`src/verilog/plc_pkg.sv`:
```
// Constants of the loopback control and status register
package plc_pkg;
  // ----------------------------------------------------------------
  // Register location and reset
  // ----------------------------------------------------------------
  localparam int ADDR_W = 5;
  localparam int DATA_W = 16;
  localparam logic [ADDR_W-1:0] LOOP_CTRL_ADDR = 5'h13;
  localparam logic [DATA_W-1:0] LOOP_CTRL_RESET = 16'h1041;
  // Bits 11 and 5:1 are read-only zero; 15:13 are writable spares
  localparam logic [DATA_W-1:0] LOOP_CTRL_WMASK = 16'hf7c1;
  // ----------------------------------------------------------------
  // Field positions
  // ----------------------------------------------------------------
  localparam int BIT_ALL_DIGITAL_SEL = 12;
  localparam int BIT_LINE_DRIVER_SEL = 10;
  localparam int BIT_REMOTE_EN = 9;
  localparam int BIT_RX_ISOLATE = 8;
  localparam int BIT_EXT_CABLE_EN = 7;
  localparam int BIT_TX_SUPPRESS = 6;
  localparam int BIT_LINK_GOOD_FORCE = 0;
endpackage : plc_pkg

```
`src/verilog/plc_if.sv`:
```
// Carrier between the register and the loop mode decoder
`timescale 1ns/1ps
interface plc_if;
  logic all_digital_loop_select;
  logic line_driver_loop_select;
  logic remote_loop_enable;
  logic receive_isolate;
  logic external_cable_loop_enable;
  logic loop_transmit_suppress;
  logic loop_link_good_force;
  logic ieee_loopback;
  logic link_up;
  logic digital_loop_on;
  logic line_driver_loop_on;
  logic remote_loop_on;
  logic external_loop_on;
  logic rx_suppress_on;
  logic tx_suppress_on;
  logic link_force_on;
  modport regs (
    output all_digital_loop_select, line_driver_loop_select, remote_loop_enable,
    output receive_isolate, external_cable_loop_enable, loop_transmit_suppress,
    output loop_link_good_force, ieee_loopback, link_up,
    input digital_loop_on, line_driver_loop_on, remote_loop_on, external_loop_on,
    input rx_suppress_on, tx_suppress_on, link_force_on
  );
  modport decode (
    input all_digital_loop_select, line_driver_loop_select, remote_loop_enable,
    input receive_isolate, external_cable_loop_enable, loop_transmit_suppress,
    input loop_link_good_force, ieee_loopback, link_up,
    output digital_loop_on, line_driver_loop_on, remote_loop_on, external_loop_on,
    output rx_suppress_on, tx_suppress_on, link_force_on
  );
endinterface : plc_if

```
`src/verilog/plc_loop_decode.sv`:
```
// Loop mode decoder from register fields and the standard loopback bit
`timescale 1ns/1ps
module plc_loop_decode (
  plc_if.decode bus
);
  // ----------------------------------------------------------------
  // Mode selection
  // ----------------------------------------------------------------
  // Line driver select takes the loopback bit over from all-digital
  wire ld_mode = bus.ieee_loopback & bus.line_driver_loop_select;
  wire dig_mode = bus.ieee_loopback & bus.all_digital_loop_select & ~ld_mode;
  wire rem_mode = bus.remote_loop_enable & bus.link_up;
  // Cable loop runs only with the standard loopback bit clear
  wire ext_mode = bus.external_cable_loop_enable & ~bus.ieee_loopback;
  wire any_loop = bus.ieee_loopback | rem_mode | ext_mode;

  assign bus.line_driver_loop_on = ld_mode;
  assign bus.digital_loop_on = dig_mode;
  assign bus.remote_loop_on = rem_mode;
  assign bus.external_loop_on = ext_mode;
  assign bus.rx_suppress_on = bus.receive_isolate & any_loop;
  assign bus.tx_suppress_on = bus.loop_transmit_suppress & dig_mode;
  assign bus.link_force_on = bus.loop_link_good_force & bus.ieee_loopback;
endmodule : plc_loop_decode

```
`src/verilog/plc_loop_ctrl.sv`:
```
// Loopback control and status register with registered loop mode outputs
`timescale 1ns/1ps
module plc_loop_ctrl (
  input wire logic clk_sys,
  input wire logic resetn,
  input wire logic ce,
  input wire logic [plc_pkg::ADDR_W-1:0] mgmt_addr,
  input wire logic mgmt_wr_en,
  input wire logic [plc_pkg::DATA_W-1:0] mgmt_wr_data,
  input wire logic mgmt_rd_en,
  input wire logic ieee_loopback,
  input wire logic link_up,
  output logic [plc_pkg::DATA_W-1:0] mgmt_rd_data,
  output logic mgmt_rd_valid,
  output logic mgmt_rd_hit,
  output logic digital_loop_active,
  output logic line_driver_loop_active,
  output logic remote_loop_active,
  output logic external_loop_active,
  output logic mac_rx_suppress,
  output logic mdi_tx_suppress,
  output logic link_status_force_good
);
  // ----------------------------------------------------------------
  // Reset release
  // ----------------------------------------------------------------
  logic rst_meta_reg;
  logic rst_n_sync;

  always_ff @(posedge clk_sys or negedge resetn) begin
    if (!resetn) begin
      rst_meta_reg <= 1'b0;
      rst_n_sync <= 1'b0;
    end else begin
      rst_meta_reg <= 1'b1;
      rst_n_sync <= rst_meta_reg;
    end
  end

  // ----------------------------------------------------------------
  // Register access decode
  // ----------------------------------------------------------------
  logic [plc_pkg::DATA_W-1:0] ctrl_reg;
  wire addr_hit = (mgmt_addr == plc_pkg::LOOP_CTRL_ADDR);
  wire wr_hit = mgmt_wr_en & addr_hit;
  // Read-only bits are masked on write, so they can never read back set
  wire [plc_pkg::DATA_W-1:0] ctrl_next =
    wr_hit ? (mgmt_wr_data & plc_pkg::LOOP_CTRL_WMASK) : ctrl_reg;
  // A miss answers with zero and no hit, leaving the bus to other registers
  wire [plc_pkg::DATA_W-1:0] rd_data_next = addr_hit ? ctrl_reg : 16'h0000;

  always_ff @(posedge clk_sys or negedge rst_n_sync) begin
    if (!rst_n_sync) begin
      ctrl_reg <= plc_pkg::LOOP_CTRL_RESET;
    end else if (ce) begin
      ctrl_reg <= ctrl_next;
    end
  end

  always_ff @(posedge clk_sys or negedge rst_n_sync) begin
    if (!rst_n_sync) begin
      mgmt_rd_data <= 16'h0000;
      mgmt_rd_valid <= 1'b0;
      mgmt_rd_hit <= 1'b0;
    end else if (ce) begin
      mgmt_rd_data <= mgmt_rd_en ? rd_data_next : 16'h0000;
      mgmt_rd_valid <= mgmt_rd_en;
      mgmt_rd_hit <= mgmt_rd_en & addr_hit;
    end
  end

  // ----------------------------------------------------------------
  // Loop mode decode
  // ----------------------------------------------------------------
  plc_if lp ();

  assign lp.all_digital_loop_select = ctrl_reg[plc_pkg::BIT_ALL_DIGITAL_SEL];
  assign lp.line_driver_loop_select = ctrl_reg[plc_pkg::BIT_LINE_DRIVER_SEL];
  assign lp.remote_loop_enable = ctrl_reg[plc_pkg::BIT_REMOTE_EN];
  assign lp.receive_isolate = ctrl_reg[plc_pkg::BIT_RX_ISOLATE];
  assign lp.external_cable_loop_enable = ctrl_reg[plc_pkg::BIT_EXT_CABLE_EN];
  assign lp.loop_transmit_suppress = ctrl_reg[plc_pkg::BIT_TX_SUPPRESS];
  assign lp.loop_link_good_force = ctrl_reg[plc_pkg::BIT_LINK_GOOD_FORCE];
  assign lp.ieee_loopback = ieee_loopback;
  assign lp.link_up = link_up;

  plc_loop_decode u_decode (
    .bus(lp.decode)
  );

  // ----------------------------------------------------------------
  // Registered mode outputs
  // ----------------------------------------------------------------
  // One cycle of latency keeps every datapath control glitch free
  always_ff @(posedge clk_sys or negedge rst_n_sync) begin
    if (!rst_n_sync) begin
      digital_loop_active <= 1'b0;
      line_driver_loop_active <= 1'b0;
      remote_loop_active <= 1'b0;
      external_loop_active <= 1'b0;
      mac_rx_suppress <= 1'b0;
      mdi_tx_suppress <= 1'b0;
      link_status_force_good <= 1'b0;
    end else if (ce) begin
      digital_loop_active <= lp.digital_loop_on;
      line_driver_loop_active <= lp.line_driver_loop_on;
      remote_loop_active <= lp.remote_loop_on;
      external_loop_active <= lp.external_loop_on;
      mac_rx_suppress <= lp.rx_suppress_on;
      mdi_tx_suppress <= lp.tx_suppress_on;
      link_status_force_good <= lp.link_force_on;
    end
  end

  // ----------------------------------------------------------------
  // Checks
  // ----------------------------------------------------------------
  property p_reset_value;
    @(posedge clk_sys) $rose(rst_n_sync) |-> ctrl_reg == 16'h1041;
  endproperty
  a_reset_value: assert property (p_reset_value) else $error("Bad reset value");

  property p_write_mask;
    @(posedge clk_sys) disable iff (!rst_n_sync)
      ce && mgmt_wr_en && mgmt_addr == 5'h13 |=> ctrl_reg == ($past(mgmt_wr_data) & 16'hf7c1);
  endproperty
  a_write_mask: assert property (p_write_mask) else $error("Write not stored");

  property p_read_back;
    @(posedge clk_sys) disable iff (!rst_n_sync)
      ce && mgmt_rd_en && mgmt_addr == 5'h13 && !mgmt_wr_en
      |=> mgmt_rd_valid && mgmt_rd_hit && mgmt_rd_data == $past(ctrl_reg);
  endproperty
  a_read_back: assert property (p_read_back) else $error("Read data wrong");

  // Sampled reset guard: the outputs still sit in reset at the release edge
  property p_digital;
    @(posedge clk_sys) disable iff (!rst_n_sync)
      rst_n_sync && ce && ieee_loopback && ctrl_reg[12] && !ctrl_reg[10]
      |=> digital_loop_active && !line_driver_loop_active;
  endproperty
  a_digital: assert property (p_digital) else $error("Digital loop missing");

  property p_line_driver;
    @(posedge clk_sys) disable iff (!rst_n_sync)
      rst_n_sync && ce && ieee_loopback && ctrl_reg[10]
      |=> line_driver_loop_active && !digital_loop_active;
  endproperty
  a_line_driver: assert property (p_line_driver) else $error("Line driver loop wrong");

  property p_remote;
    @(posedge clk_sys) disable iff (!rst_n_sync)
      ce && rst_n_sync
      |=> remote_loop_active == ($past(ctrl_reg[9]) && $past(link_up));
  endproperty
  a_remote: assert property (p_remote) else $error("Remote loop wrong");

  property p_isolate;
    @(posedge clk_sys) disable iff (!rst_n_sync)
      ##1 (digital_loop_active || remote_loop_active || external_loop_active)
      && $past(ce) && $past(ctrl_reg[8]) |-> mac_rx_suppress;
  endproperty
  a_isolate: assert property (p_isolate) else $error("Receive not isolated");

  property p_external;
    @(posedge clk_sys) disable iff (!rst_n_sync)
      ce && rst_n_sync
      |=> external_loop_active == ($past(ctrl_reg[7]) && !$past(ieee_loopback));
  endproperty
  a_external: assert property (p_external) else $error("External loop wrong");

  property p_tx_suppress;
    @(posedge clk_sys) disable iff (!rst_n_sync)
      ce ##1 mdi_tx_suppress |-> digital_loop_active && $past(ctrl_reg[6]);
  endproperty
  a_tx_suppress: assert property (p_tx_suppress) else $error("Suppress outside loop");

  property p_link_force;
    @(posedge clk_sys) disable iff (!rst_n_sync)
      ce && rst_n_sync
      |=> link_status_force_good == ($past(ctrl_reg[0]) && $past(ieee_loopback));
  endproperty
  a_link_force: assert property (p_link_force) else $error("Link force wrong");

  property p_reserved_zero;
    @(posedge clk_sys) disable iff (!rst_n_sync)
      ctrl_reg[11] == 1'b0 && ctrl_reg[5:1] == 5'h00;
  endproperty
  a_reserved_zero: assert property (p_reserved_zero) else $error("Reserved bit set");

  property p_digital_exact;
    @(posedge clk_sys) disable iff (!rst_n_sync)
      ce && rst_n_sync |=> digital_loop_active ==
        ($past(ieee_loopback) && $past(ctrl_reg[12]) && !$past(ctrl_reg[10]));
  endproperty
  a_digital_exact: assert property (p_digital_exact) else $error("Digital loop stray");

  property p_rx_suppress_exact;
    @(posedge clk_sys) disable iff (!rst_n_sync)
      ce && rst_n_sync |=> mac_rx_suppress == ($past(ctrl_reg[8]) && ($past(ieee_loopback)
        || ($past(ctrl_reg[9]) && $past(link_up)) || $past(ctrl_reg[7])));
  endproperty
  a_rx_suppress_exact: assert property (p_rx_suppress_exact) else $error("Isolate wrong");

  property p_tx_suppress_exact;
    @(posedge clk_sys) disable iff (!rst_n_sync)
      ce && rst_n_sync |=> mdi_tx_suppress == ($past(ctrl_reg[6]) && $past(ieee_loopback)
        && $past(ctrl_reg[12]) && !$past(ctrl_reg[10]));
  endproperty
  a_tx_suppress_exact: assert property (p_tx_suppress_exact) else $error("Suppress wrong");

  property p_read_miss;
    @(posedge clk_sys) disable iff (!rst_n_sync)
      ce && rst_n_sync && mgmt_rd_en && mgmt_addr != plc_pkg::LOOP_CTRL_ADDR
      |=> mgmt_rd_valid && !mgmt_rd_hit && mgmt_rd_data == 16'h0000;
  endproperty
  a_read_miss: assert property (p_read_miss) else $error("Miss read wrong");

  property p_read_idle;
    @(posedge clk_sys) disable iff (!rst_n_sync)
      ce && rst_n_sync && !mgmt_rd_en
      |=> !mgmt_rd_valid && !mgmt_rd_hit && mgmt_rd_data == 16'h0000;
  endproperty
  a_read_idle: assert property (p_read_idle) else $error("Read answer without request");

  property p_write_miss;
    @(posedge clk_sys) disable iff (!rst_n_sync)
      ce && rst_n_sync && !(mgmt_wr_en && mgmt_addr == plc_pkg::LOOP_CTRL_ADDR)
      |=> $stable(ctrl_reg);
  endproperty
  a_write_miss: assert property (p_write_miss) else $error("Register moved without write");

  property p_freeze;
    @(posedge clk_sys) disable iff (!rst_n_sync)
      !ce |=> $stable(ctrl_reg) && $stable(mgmt_rd_valid);
  endproperty
  a_freeze: assert property (p_freeze) else $error("State moved without enable");

  property p_freeze_modes;
    @(posedge clk_sys) disable iff (!rst_n_sync)
      !ce |=> $stable(digital_loop_active) && $stable(line_driver_loop_active)
        && $stable(remote_loop_active) && $stable(external_loop_active)
        && $stable(mac_rx_suppress) && $stable(mdi_tx_suppress)
        && $stable(link_status_force_good);
  endproperty
  a_freeze_modes: assert property (p_freeze_modes) else $error("Mode moved without enable");
endmodule : plc_loop_ctrl

```
`config.mk`:
```
export PLATFORM = sky130hd
export DESIGN_NAME = plc_loop_ctrl
export DESIGN_NICKNAME = d
export VERILOG_FILES = /design/src/verilog/plc_pkg.sv /design/src/verilog/plc_if.sv /design/src/verilog/plc_loop_decode.sv /design/src/verilog/plc_loop_ctrl.sv
export SDC_FILE = /design/constraint.sdc
export NUM_CORES = 1
export LEC_CHECK = 0
export BUFFER_PORTS_ARGS = -buffer_cell sky130_fd_sc_hd__buf_2
export CAP_MARGIN = 25
export CORE_MARGIN = 4
export CORE_UTILIZATION = 40
export CTS_BUF_LIST = sky130_fd_sc_hd__clkbuf_8
export CTS_CLUSTER_DIAMETER = 200
export DETAILED_ROUTE_END_ITERATION = 10
export GPL_TIMING_DRIVEN = 0
export PLACE_DENSITY = 0.67
export SLEW_MARGIN = 25
export SYNTH_ARGS = -nofsm -noshare
export SYNTH_HDL_FRONTEND = slang
export SYNTH_HIERARCHICAL = 1
export SYNTH_SLANG_ARGS = --single-unit
```
`constraint.sdc`:
```
create_clock -name clk_sys -period 1.5 [get_ports clk_sys]
set_clock_uncertainty 0.05 [all_clocks]
set_input_delay 0.075 -clock clk_sys [delete_from_list [all_inputs] [get_ports clk_sys]]
set_output_delay 0.075 -clock clk_sys [all_outputs]
set_load 0.02 [all_outputs]
```
==> results of run 1 <==
## cells in the final DEF (no fill, tap or decap), types with 2 or more instances in the layout
cell	instances
a31o_2	10
and2_1	2
buf_2	41
buf_4	7
clkbuf_1	2
clkbuf_8	6
conb_1	7
dfrtp_1	27
dfstp_2	3
dlygate4sd3_1	12
mux2_2	9
mux2_4	10
nand2_1	2
nor2b_1	11
## worst max-delay path by stage
stage	start	to	slack [ns]	cells after the start
after floorplan	ctrl_reg[9]$_DFFE_PN0P_	mac_rx_suppress$_DFFE_PN0P_	0.34	3
after global placement	mgmt_addr[2]	ctrl_reg[15]$_DFFE_PN0P_	0.21	5
after detailed placement	mgmt_addr[2]	ctrl_reg[10]$_DFFE_PN0P_	0.19	5
after CTS	mgmt_rd_en	mgmt_rd_data[14]$_DFFE_PN0P_	0.24	5
after global routing	mgmt_rd_en	mgmt_rd_data[14]$_DFFE_PN0P_	0.21	5
final	mgmt_rd_en	mgmt_rd_data[14]$_DFFE_PN0P_	0.24	5
## final cells by class
type / count / area (sq um)
Tap cell: 46 / 57.6
Sequential cell: 31 / 781
Clock inverter: 2 / 35.0
Fill cell: 289 / 1440
Multi-Input combinational cell: 58 / 544
Timing Repair Buffer: 52 / 320
Clock buffer: 6 / 82.6
Buffer: 11 / 76.3
## synth_stat cells
cell type | n | area [sq um]
nor3b_2 | 1 | 12.5
buf_4 | 7 | 52.6
nor4b_4 | 1 | 23.8
nor2b_1 | 11 | 68.8
mux2_4 | 10 | 150
nand2_1 | 2 | 7.51
nand3b_4 | 1 | 20.0
buf_6 | 1 | 11.3
and4bb_2 | 1 | 12.5
a31o_2 | 10 | 87.6
dfstp_2 | 3 | 78.8
clkbuf_1 | 2 | 7.51
dfrtp_1 | 28 | 701
mux2_2 | 9 | 101
o31a_1 | 1 | 8.76
nor2_1 | 1 | 3.75
and2_4 | 1 | 8.76
conb_1 | 2 | 7.51
and2_1 | 2 | 12.5
buf_2 | 1 | 5.00
## per-stage QoR
step                util (%)  hold WS (ns)  instances  power [uW]
global placement        49.7        -0.188        186        1190
CTS                     56.8        0.0407        206        2060
finish                  56.8        0.0444        206        2040
detailed placement      49.7        -0.188        186        1200
global route            56.8        0.0425        206        2150
floorplan                  -        -0.271        100        1110
## cells by family (layout without fill, tap and decap cells)
group | after synthesis | after routing | share of synthesized area, %
AND/OR/NAND/NOR | 21 | 21 | 12.3
flip-flops | 31 | 31 | 56.4
buffers and inverters | 11 | 71 | 5.53
multiplexers | 19 | 19 | 18.2
other | 2 | 7 | 0.544
AO/OA/AOI/OAI | 11 | 11 | 6.97
## routing by layer
metal	part of all wire [%]	GRT usage (%)	vias up	wire length, microns
li1	-	-	446	-
met1	42	17.5	458	1130
met2	48	22.2	32	1300
met3	9.3	6.75	2	250
met4	0.70	4.31	0	19
met5	0	0	-	0
## worst reg2reg max path: cells and delay by family, from the launching register on
| family | cells | cell delay, ns |
|---|---|---|
| AOI/OAI and AO/OA | 1 | 0.23 |
| DFF | 1 | 0.40 |
| muxes | 1 | 0.26 |
| and+or+nand+nor | 1 | 0.17 |
## power by group through the flow
stage | sequential (uW) | combinational, uW | clock, uW
after global routing | 969 | 267 | 913
after global placement | 969 | 218 | 0
after floorplan | 982 | 132 | 0
after detailed placement | 974 | 223 | 0
after CTS | 959 | 248 | 854
final | 957 | 247 | 837
## timing repair
action | CTS | global route
hold endpoints to repair | 13 | 0
hold buffers | 12 | 0
endpoints found under the setup margin | 0 | 0
resized for setup | 0 | 0
==> flow_summary.json, run 1 <==
{
  "boundaryPins": 53,
  "switchingPower_uw": 457,
  "post-cts-setup-buffers": 0,
  "drtIter0Drc": 15,
  "p_leak_uw": 0.000998,
  "core_sq_mm": 0.00334,
  "start_kind": "input port",
  "dieArea_sq_mm": 0.00446,
  "tns_ns": 0,
  "rr_worst_depth": 3,
  "syn_inst": 95,
  "min_path_type": "in2async",
  "fin_crit_ns": 1.26,
  "fmax_ghz": 0.795,
  "drive_gt1_share_pct": 59.4,
  "antenna_found_initial": 0,
  "wl_per_cell_microns": 13.1,
  "switching_share_pct": 22.4,
  "cts_tree": "built",
  "hold_viol_final": 0,
  "worstPathArrival_ns": 1.37,
  "grtUsageTotal_pct": 14.2,
  "drt_pass1_iterations": 4,
  "die_h_microns": 66.8,
  "cts_buffer_depth": 2,
  "grt_pass1_wl_microns": 4710,
  "outcome": "finished clean",
  "p_comb_share_pct": 12.1,
  "num_rows": 21,
  "synth_seq_cells": 31,
  "required_ns": 1.61,
  "htreeDepth": 2,
  "initial_core_util_pct": 41.4,
  "pre_cts_slack_ns": 0.186,
  "cp_max_fo": 10,
  "path_buf_inv": 3,
  "routabilityCongestion": 0.738,
  "p_clk_share_pct": 41.0,
  "timing.rr.start": "ctrl_reg[9]$_DFFE_PN0P_",
  "detailed_place_hpwl_microns": 1930,
  "worst_pin_slew_ns": 0.635,
  "grt_pass1_vias": 993,
  "route.detailed.drc": 0,
  "syn_to_final_growth_pct": 37.3,
  "clk_pin_slew_ns": 0.06,
  "critical_path.endpoint_type": "register",
  "postRouteAntennaNets": 0,
  "max_cap_violations": 0,
  "design_area_sq_mm": 0.00190,
  "finalMaxSlewViolations": 0,
  "slew_headroom_pct": 57.7,
  "antenna_cells": 0,
  "fin_nets": 187,
  "synthesis.area_sq_mm": 0.00138,
  "cts_buffers": 5,
  "power_density_mw_per_mm2": 1080,
  "io_buffers": 40,
  "p_int_uw": 1580,
  "cp_slowest_cell": "dlygate4sd3_1",
  "max_stage_delay_ns": 0.53,
  "synth_cell_types": 20,
  "routed_wl_microns": 2700,
  "placed_cell_area_sq_mm": 0.00166,
  "crit_type": "in2reg",
  "peakVddDrop_mv": 0.791,
  "cpLargestDelayFamily": "buffers and inverters",
  "routed_via_density": 4.55,
  "rr_endpoint": "mac_rx_suppress$_DFFE_PN0P_",
  "rsz0062_at_grt": "false",
  "cts-root-buf": "clkbuf_8",
  "cts.sinks": 31,
  "clock_latency_ns": 0.28,
  "die_w_microns": 66.8,
  "r2r_slack_ns": 0.29,
  "ys_warn_count": 6,
  "vias": 938,
  "finalCritPeriodShare_pct": 83.9,
  "setup_ws_ns": 0.242,
  "overflow": 0,
  "setup_violations": 0,
  "grt_max_degree": 30,
  "yosysSeqAreaShare_pct": 56.4,
  "seqPwrFrac_pct": 46.9,
  "critical_path.cell_chain": "dlygate4sd3_1, buf_2, and4bb_2, buf_4, a31o_2",
  "synth.avg_cell_area_sq_um": 14.5
}
Power figures use the tool's default switching activity.
==> run 2: changes to the inputs <==
==> constraint.sdc (replaced) <==
create_clock -name clk_sys -period 1.2 [get_ports clk_sys]
set_clock_uncertainty 0.05 [all_clocks]
set_input_delay 0.06 -clock clk_sys [delete_from_list [all_inputs] [get_ports clk_sys]]
set_output_delay 0.06 -clock clk_sys [all_outputs]
set_load 0.02 [all_outputs]
==> run 2 against run 1 <==
Net effect:
- register-to-register slack worse by 0.26 ns
- die area did not move
- combinational power up 30%
- via count is 1.1% higher
- highest routed layer unchanged
- worst setup slack worse by 0.22 ns
- non-clock buffer count up 1
- critical path type is now reg2reg
==> flow_summary.json, run 2 (synthesis results as in run 1) <==
{
  "design_area_sq_mm": 0.00191,
  "required_ns": 1.32,
  "peakVddDrop_mv": 0.992,
  "cts-root-buf": "clkbuf_8",
  "fmax_ghz": 0.852,
  "top_layer_used": "met4",
  "power_density_mw_per_mm2": 1350,
  "min_path_type": "in2async",
  "initial_core_util_pct": 41.4,
  "htreeDepth": 2,
  "dpl.cell_count": 186,
  "final_core_util_pct": 57.2,
  "dieArea_sq_mm": 0.00446,
  "overflow": 0,
  "p_leak_uw": 0.00101,
  "wl_per_cell_microns": 13.3,
  "boundaryPins": 53,
  "timing.rr.start": "ctrl_reg[9]$_DFFE_PN0P_",
  "grt_max_degree": 30,
  "drt_pass1_iterations": 4,
  "grtUsageTotal_pct": 14.3,
  "outcome": "finished clean",
  "cts_tree": "built",
  "postRouteAntennaNets": 0,
  "die_h_microns": 66.8,
  "io_buffers": 40,
  "rr_endpoint": "mac_rx_suppress$_DFFE_PN0P_",
  "die_w_microns": 66.8,
  "rr_worst_depth": 3,
  "placed_cell_area_sq_mm": 0.00166,
  "core_sq_mm": 0.00334,
  "hold_viol_final": 0,
  "drt-met1-wl_microns": 1170,
  "fillerInstances": 288,
  "num_rows": 21,
  "grt_pass1_vias": 994,
  "syn_to_final_growth_pct": 38.1,
  "route.detailed.drc": 0,
  "drive_gt1_share_pct": 59.6,
  "vias": 948,
  "worst_pin_slew_ns": 0.638,
  "routed_via_density": 4.58,
  "dr_wl_met2_microns": 1300,
  "routabilityCongestion": 0.738,
  "fin_nets": 188,
  "rsz0062_at_grt": "true",
  "finalCritPeriodShare_pct": 97.8,
  "cts_buffer_depth": 2,
  "max_cap_violations": 0,
  "antenna_found_initial": 0,
  "finalMaxSlewViolations": 0,
  "wl_met3_microns": 250,
  "fin_cells": 207,
  "worst_hold_slack_ns": 0.0256,
  "cts.sinks": 31,
  "r2r_slack_ns": 0.03,
  "grt_pass1_wl_microns": 4720,
  "power_uw": 2570,
  "slew_headroom_pct": 57.5,
  "start_kind": "register",
  "crit_type": "reg2reg",
  "antenna_cells": 0,
  "cp_max_fo": 2,
  "routed_wl_microns": 2750,
  "worstPathArrival_ns": 1.29,
  "final_cell_mix": "buf_2 (41), dfrtp_1 (27), dlygate4sd3_1 (12)",
  "cts_buffers": 5,
  "detailed_place_hpwl_microns": 1930,
  "critical_path.endpoint_type": "register",
  "setup_violations": 0,
  "fin_crit_ns": 1.17,
  "clk_pin_slew_ns": 0.06,
  "drtIter0Drc": 15,
  "layout_commonest_cell": "buf_2",
  "clock_latency_ns": 0.28
}
-- run 2: where the power goes --
| part | switching (uW) | total [uW] | internal (uW) | leakage [uW] |
|---|---|---|---|---|
| Sequential | 67.2 | 1200 | 1130 | 0.000408 |
| Clock | 382 | 1050 | 671 | 0.0000612 |
| Combinational | 131 | 320 | 189 | 0.000537 |
-- run 2: layer usage --
layer  global-route usage (%)  vias up
li1                         -      445
met5                        0        -
met2                     22.0       33
met1                     17.7      468
met3                     6.75        2
met4                     4.31        0
-- run 2: worst max path at each step --
stage | startpoint | slack (ns) | endpoint
after floorplan | ctrl_reg[9]$_DFFE_PN0P_ | 0.04 | mac_rx_suppress$_DFFE_PN0P_
after global placement | mgmt_addr[2] | -0.07 | ctrl_reg[15]$_DFFE_PN0P_
after detailed placement | mgmt_addr[2] | -0.1 | ctrl_reg[10]$_DFFE_PN0P_
after CTS | ctrl_reg[9]$_DFFE_PN0P_ | 0.01 | mac_rx_suppress$_DFFE_PN0P_
after global routing | ctrl_reg[9]$_DFFE_PN0P_ | -0.02 | mac_rx_suppress$_DFFE_PN0P_
final | ctrl_reg[9]$_DFFE_PN0P_ | 0.03 | mac_rx_suppress$_DFFE_PN0P_
-- run 2: layout make-up --
| class | count | area (sq um) | share of cell area, % |
|---|---|---|---|
| Sequential cell | 31 | 781 | 40.9 |
| Multi-Input combinational cell | 58 | 548 | 28.7 |
| Timing Repair Buffer | 53 | 328 | 17.2 |
| Clock buffer | 6 | 82.6 | 4.33 |
| Buffer | 11 | 76.3 | 4.00 |
| Tap cell | 46 | 57.6 | 3.02 |
| Clock inverter | 2 | 35.0 | 1.84 |
-- run 2: per-stage QoR --
step | setup TNS [ns] | worst slack (ns)
floorplan | 0 | 0.0437
global placement | -1.48 | -0.0722
detailed placement | -0.805 | -0.0988
CTS | 0 | 0.0123
global route | -0.0200 | -0.0200
finish | 0 | 0.0266
-- run 2: repair_timing --
item	in CTS	in global routing
resized for setup	0	1
endpoints found under the setup margin	1	1
pin swaps	0	1
setup buffers	1	0
hold buffers	12	0
hold endpoints to repair	13	0
-- run 2: critical path, cell delays in order, from the launching register on --
cell,delay (ns)
dfrtp_1,0.38
and2_4,0.14
o31a_1,0.23
mux2_4,0.25
==> run 3: changes to the inputs <==
--- a/config.mk
+++ b/config.mk
@@ -5,16 +5,13 @@
 export SDC_FILE = /design/constraint.sdc
 export NUM_CORES = 1
 export LEC_CHECK = 0
-export BUFFER_PORTS_ARGS = -buffer_cell sky130_fd_sc_hd__buf_2
 export CAP_MARGIN = 25
-export CORE_MARGIN = 4
 export CORE_UTILIZATION = 40
 export CTS_BUF_LIST = sky130_fd_sc_hd__clkbuf_8
 export CTS_CLUSTER_DIAMETER = 200
 export DETAILED_ROUTE_END_ITERATION = 10
+export DONT_BUFFER_PORTS = 1
 export GPL_TIMING_DRIVEN = 0
-export PLACE_DENSITY = 0.67
-export SLEW_MARGIN = 25
 export SYNTH_ARGS = -nofsm -noshare
 export SYNTH_HDL_FRONTEND = slang
 export SYNTH_HIERARCHICAL = 1
==> run 3 against run 2 <==
Net effect:
- clock power decreased by 17%
- count of clock-buffer cells in the layout increased by 1
- sequential share of layout area increased by 4.5 points
- global-route usage increased by 2.8 points
- sequential power about the same
- non-clock buffer count decreased by 37
- critical path depth unchanged
- register-to-register slack improved by 0.02 ns
- critical path type unchanged
- highest routed layer unchanged
==> flow_summary.json, run 3 (synthesis results as in run 1) <==
{
  "outcome": "finished clean",
  "critical_path.endpoint_type": "register",
  "timing.rr.start": "ctrl_reg[9]$_DFFE_PN0P_",
  "worst_hold_slack_ns": 0.0229,
  "dpl.cell_count": 145,
  "critical_path.cell_chain": "and2_4, o31a_1, mux2_2",
  "p_leak_uw": 0.000829,
  "switching_share_pct": 23.3,
  "switchingPower_uw": 547,
  "detailed_place_hpwl_microns": 1850,
  "cp_slowest_cell": "dfrtp_1",
  "path_buf_inv": 0,
  "pre_cts_slack_ns": 0.000388,
  "power_density_mw_per_mm2": 1360,
  "cts_resized": 0,
  "cpLargestDelayFamily": "flip-flops",
  "p_int_uw": 1800,
  "setup_ws_ns": 0.0425,
  "drt_pass1_iterations": 2,
  "final_core_util_pct": 54.5,
  "grtUsageTotal_pct": 17.0,
  "worst_pin_slew_ns": 0.732,
  "required_ns": 1.31,
  "setup_violations": 0,
  "core_sq_mm": 0.00315,
  "grt_pass1_vias": 891,
  "min_path_type": "in2reg",
  "cts_tree": "built",
  "io_buffers": 0,
  "fin_nets": 151,
  "critPathLaunch": "ctrl_reg[9]$_DFFE_PN0P_",
  "p_comb_share_pct": 10.4,
  "min_from": "link_up",
  "routed_via_density": 4.86,
  "htreeDepth": 2,
  "cp_max_fo": 2,
  "wl_per_cell_microns": 16.2,
  "antenna_cells": 0,
  "fin_crit_ns": 1.16,
  "clk_pin_slew_ns": 0.06,
  "initial_core_util_pct": 43.8,
  "crit_type": "reg2reg",
  "power_uw": 2340,
  "finalCritPeriodShare_pct": 96.5,
  "routed_wl_microns": 2720,
  "final_cell_mix": "dfrtp_1 (28), dlygate4sd3_1 (14), nor2b_1 (11)",
  "max_stage_delay_ns": 0.38,
  "die_w_microns": 60.8,
  "route.detailed.drc": 0,
  "cts.sinks": 31,
  "layout_commonest_cell": "dfrtp_1",
  "fmax_ghz": 0.864,
  "p_clk_share_pct": 37.3,
  "grt_max_degree": 18,
  "antenna_found_initial": 0,
  "max_cap_violations": 0,
  "vias": 817,
  "num_rows": 20,
  "drive_gt1_share_pct": 44.4,
  "fin_cells": 168,
  "cts_buffer_depth": 2,
  "dieArea_sq_mm": 0.00369,
  "peakVddDrop_mv": 0.954,
  "hold_viol_final": 0,
  "start_kind": "register",
  "die_h_microns": 60.8,
  "cts-root-buf": "clkbuf_8",
  "routabilityCongestion": 0.714,
  "drtIter0Drc": 31,
  "cts_buffers": 5,
  "boundaryPins": 53,
  "slew_headroom_pct": 51.2,
  "seqPwrFrac_pct": 52.3,
  "clock_latency_ns": 0.27,
  "fillerInstances": 308,
  "grt_pass1_wl_microns": 4220,
  "finalMaxSlewViolations": 0,
  "postRouteAntennaNets": 0,
  "rsz0062_at_grt": "false",
  "overflow": 0,
  "syn_to_final_growth_pct": 24.4,
  "worstPathArrival_ns": 1.27
}
## run 3: metrics by stage
stage | TNS [ns] | cell area [sq um]
floorplan | 0 | 1400
global route | 0 | 1720
global placement | -2.44 | 1460
finish | 0 | 1720
detailed placement | 0 | 1470
CTS | 0 | 1720
## run 3: final timing paths
check                           slack, ns                        endpoint  depth (start not counted)
worst min register to register       0.26         mgmt_rd_hit$_DFFE_PN0P_                          0
max in group asynchronous            0.22         ctrl_reg[0]$_DFFE_PN1P_                          1
worst max register to register       0.04     mac_rx_suppress$_DFFE_PN0P_                          3
min in group asynchronous            0.26         mgmt_rd_hit$_DFFE_PN0P_                          0
worst min-delay path                 0.02  remote_loop_active$_DFFE_PN0P_                          2
worst max-delay path                 0.04     mac_rx_suppress$_DFFE_PN0P_                          3
## run 3: cell type report
cell class	instances	area (sq um)	share of cell area, %
clock inverter	1	3.75	0.218
multi-input combinational	58	544	31.7
clock buffer	7	96.3	5.61
tap	44	55.1	3.20
buffer	11	76.3	4.44
sequential	31	779	45.4
timing repair buffer	16	163	9.47
## run 3: power groups by stage
| stage | logic (uW) | clock network, uW | registers (uW) |
|---|---|---|---|
| after floorplan | 165 | 0 | 1230 |
| after global placement | 176 | 0 | 1250 |
| final | 243 | 876 | 1230 |
| after global routing | 263 | 957 | 1240 |
| after detailed placement | 195 | 0 | 1250 |
| after CTS | 244 | 911 | 1230 |
## run 3: layer usage
metal / global-route usage (%) / wire length (microns)
met3: 7.25 / 156
met4: 8.12 / 14
met5: 0 / 0
met2: 30.3 / 1480
met1: 17.1 / 1070
## run 3: what timing repair did
action	CTS	global route
hold buffers	14	0
endpoints found under the hold margin	17	0
pin swaps	0	1
buffers inserted	1	0
endpoints found under the setup margin	1	1
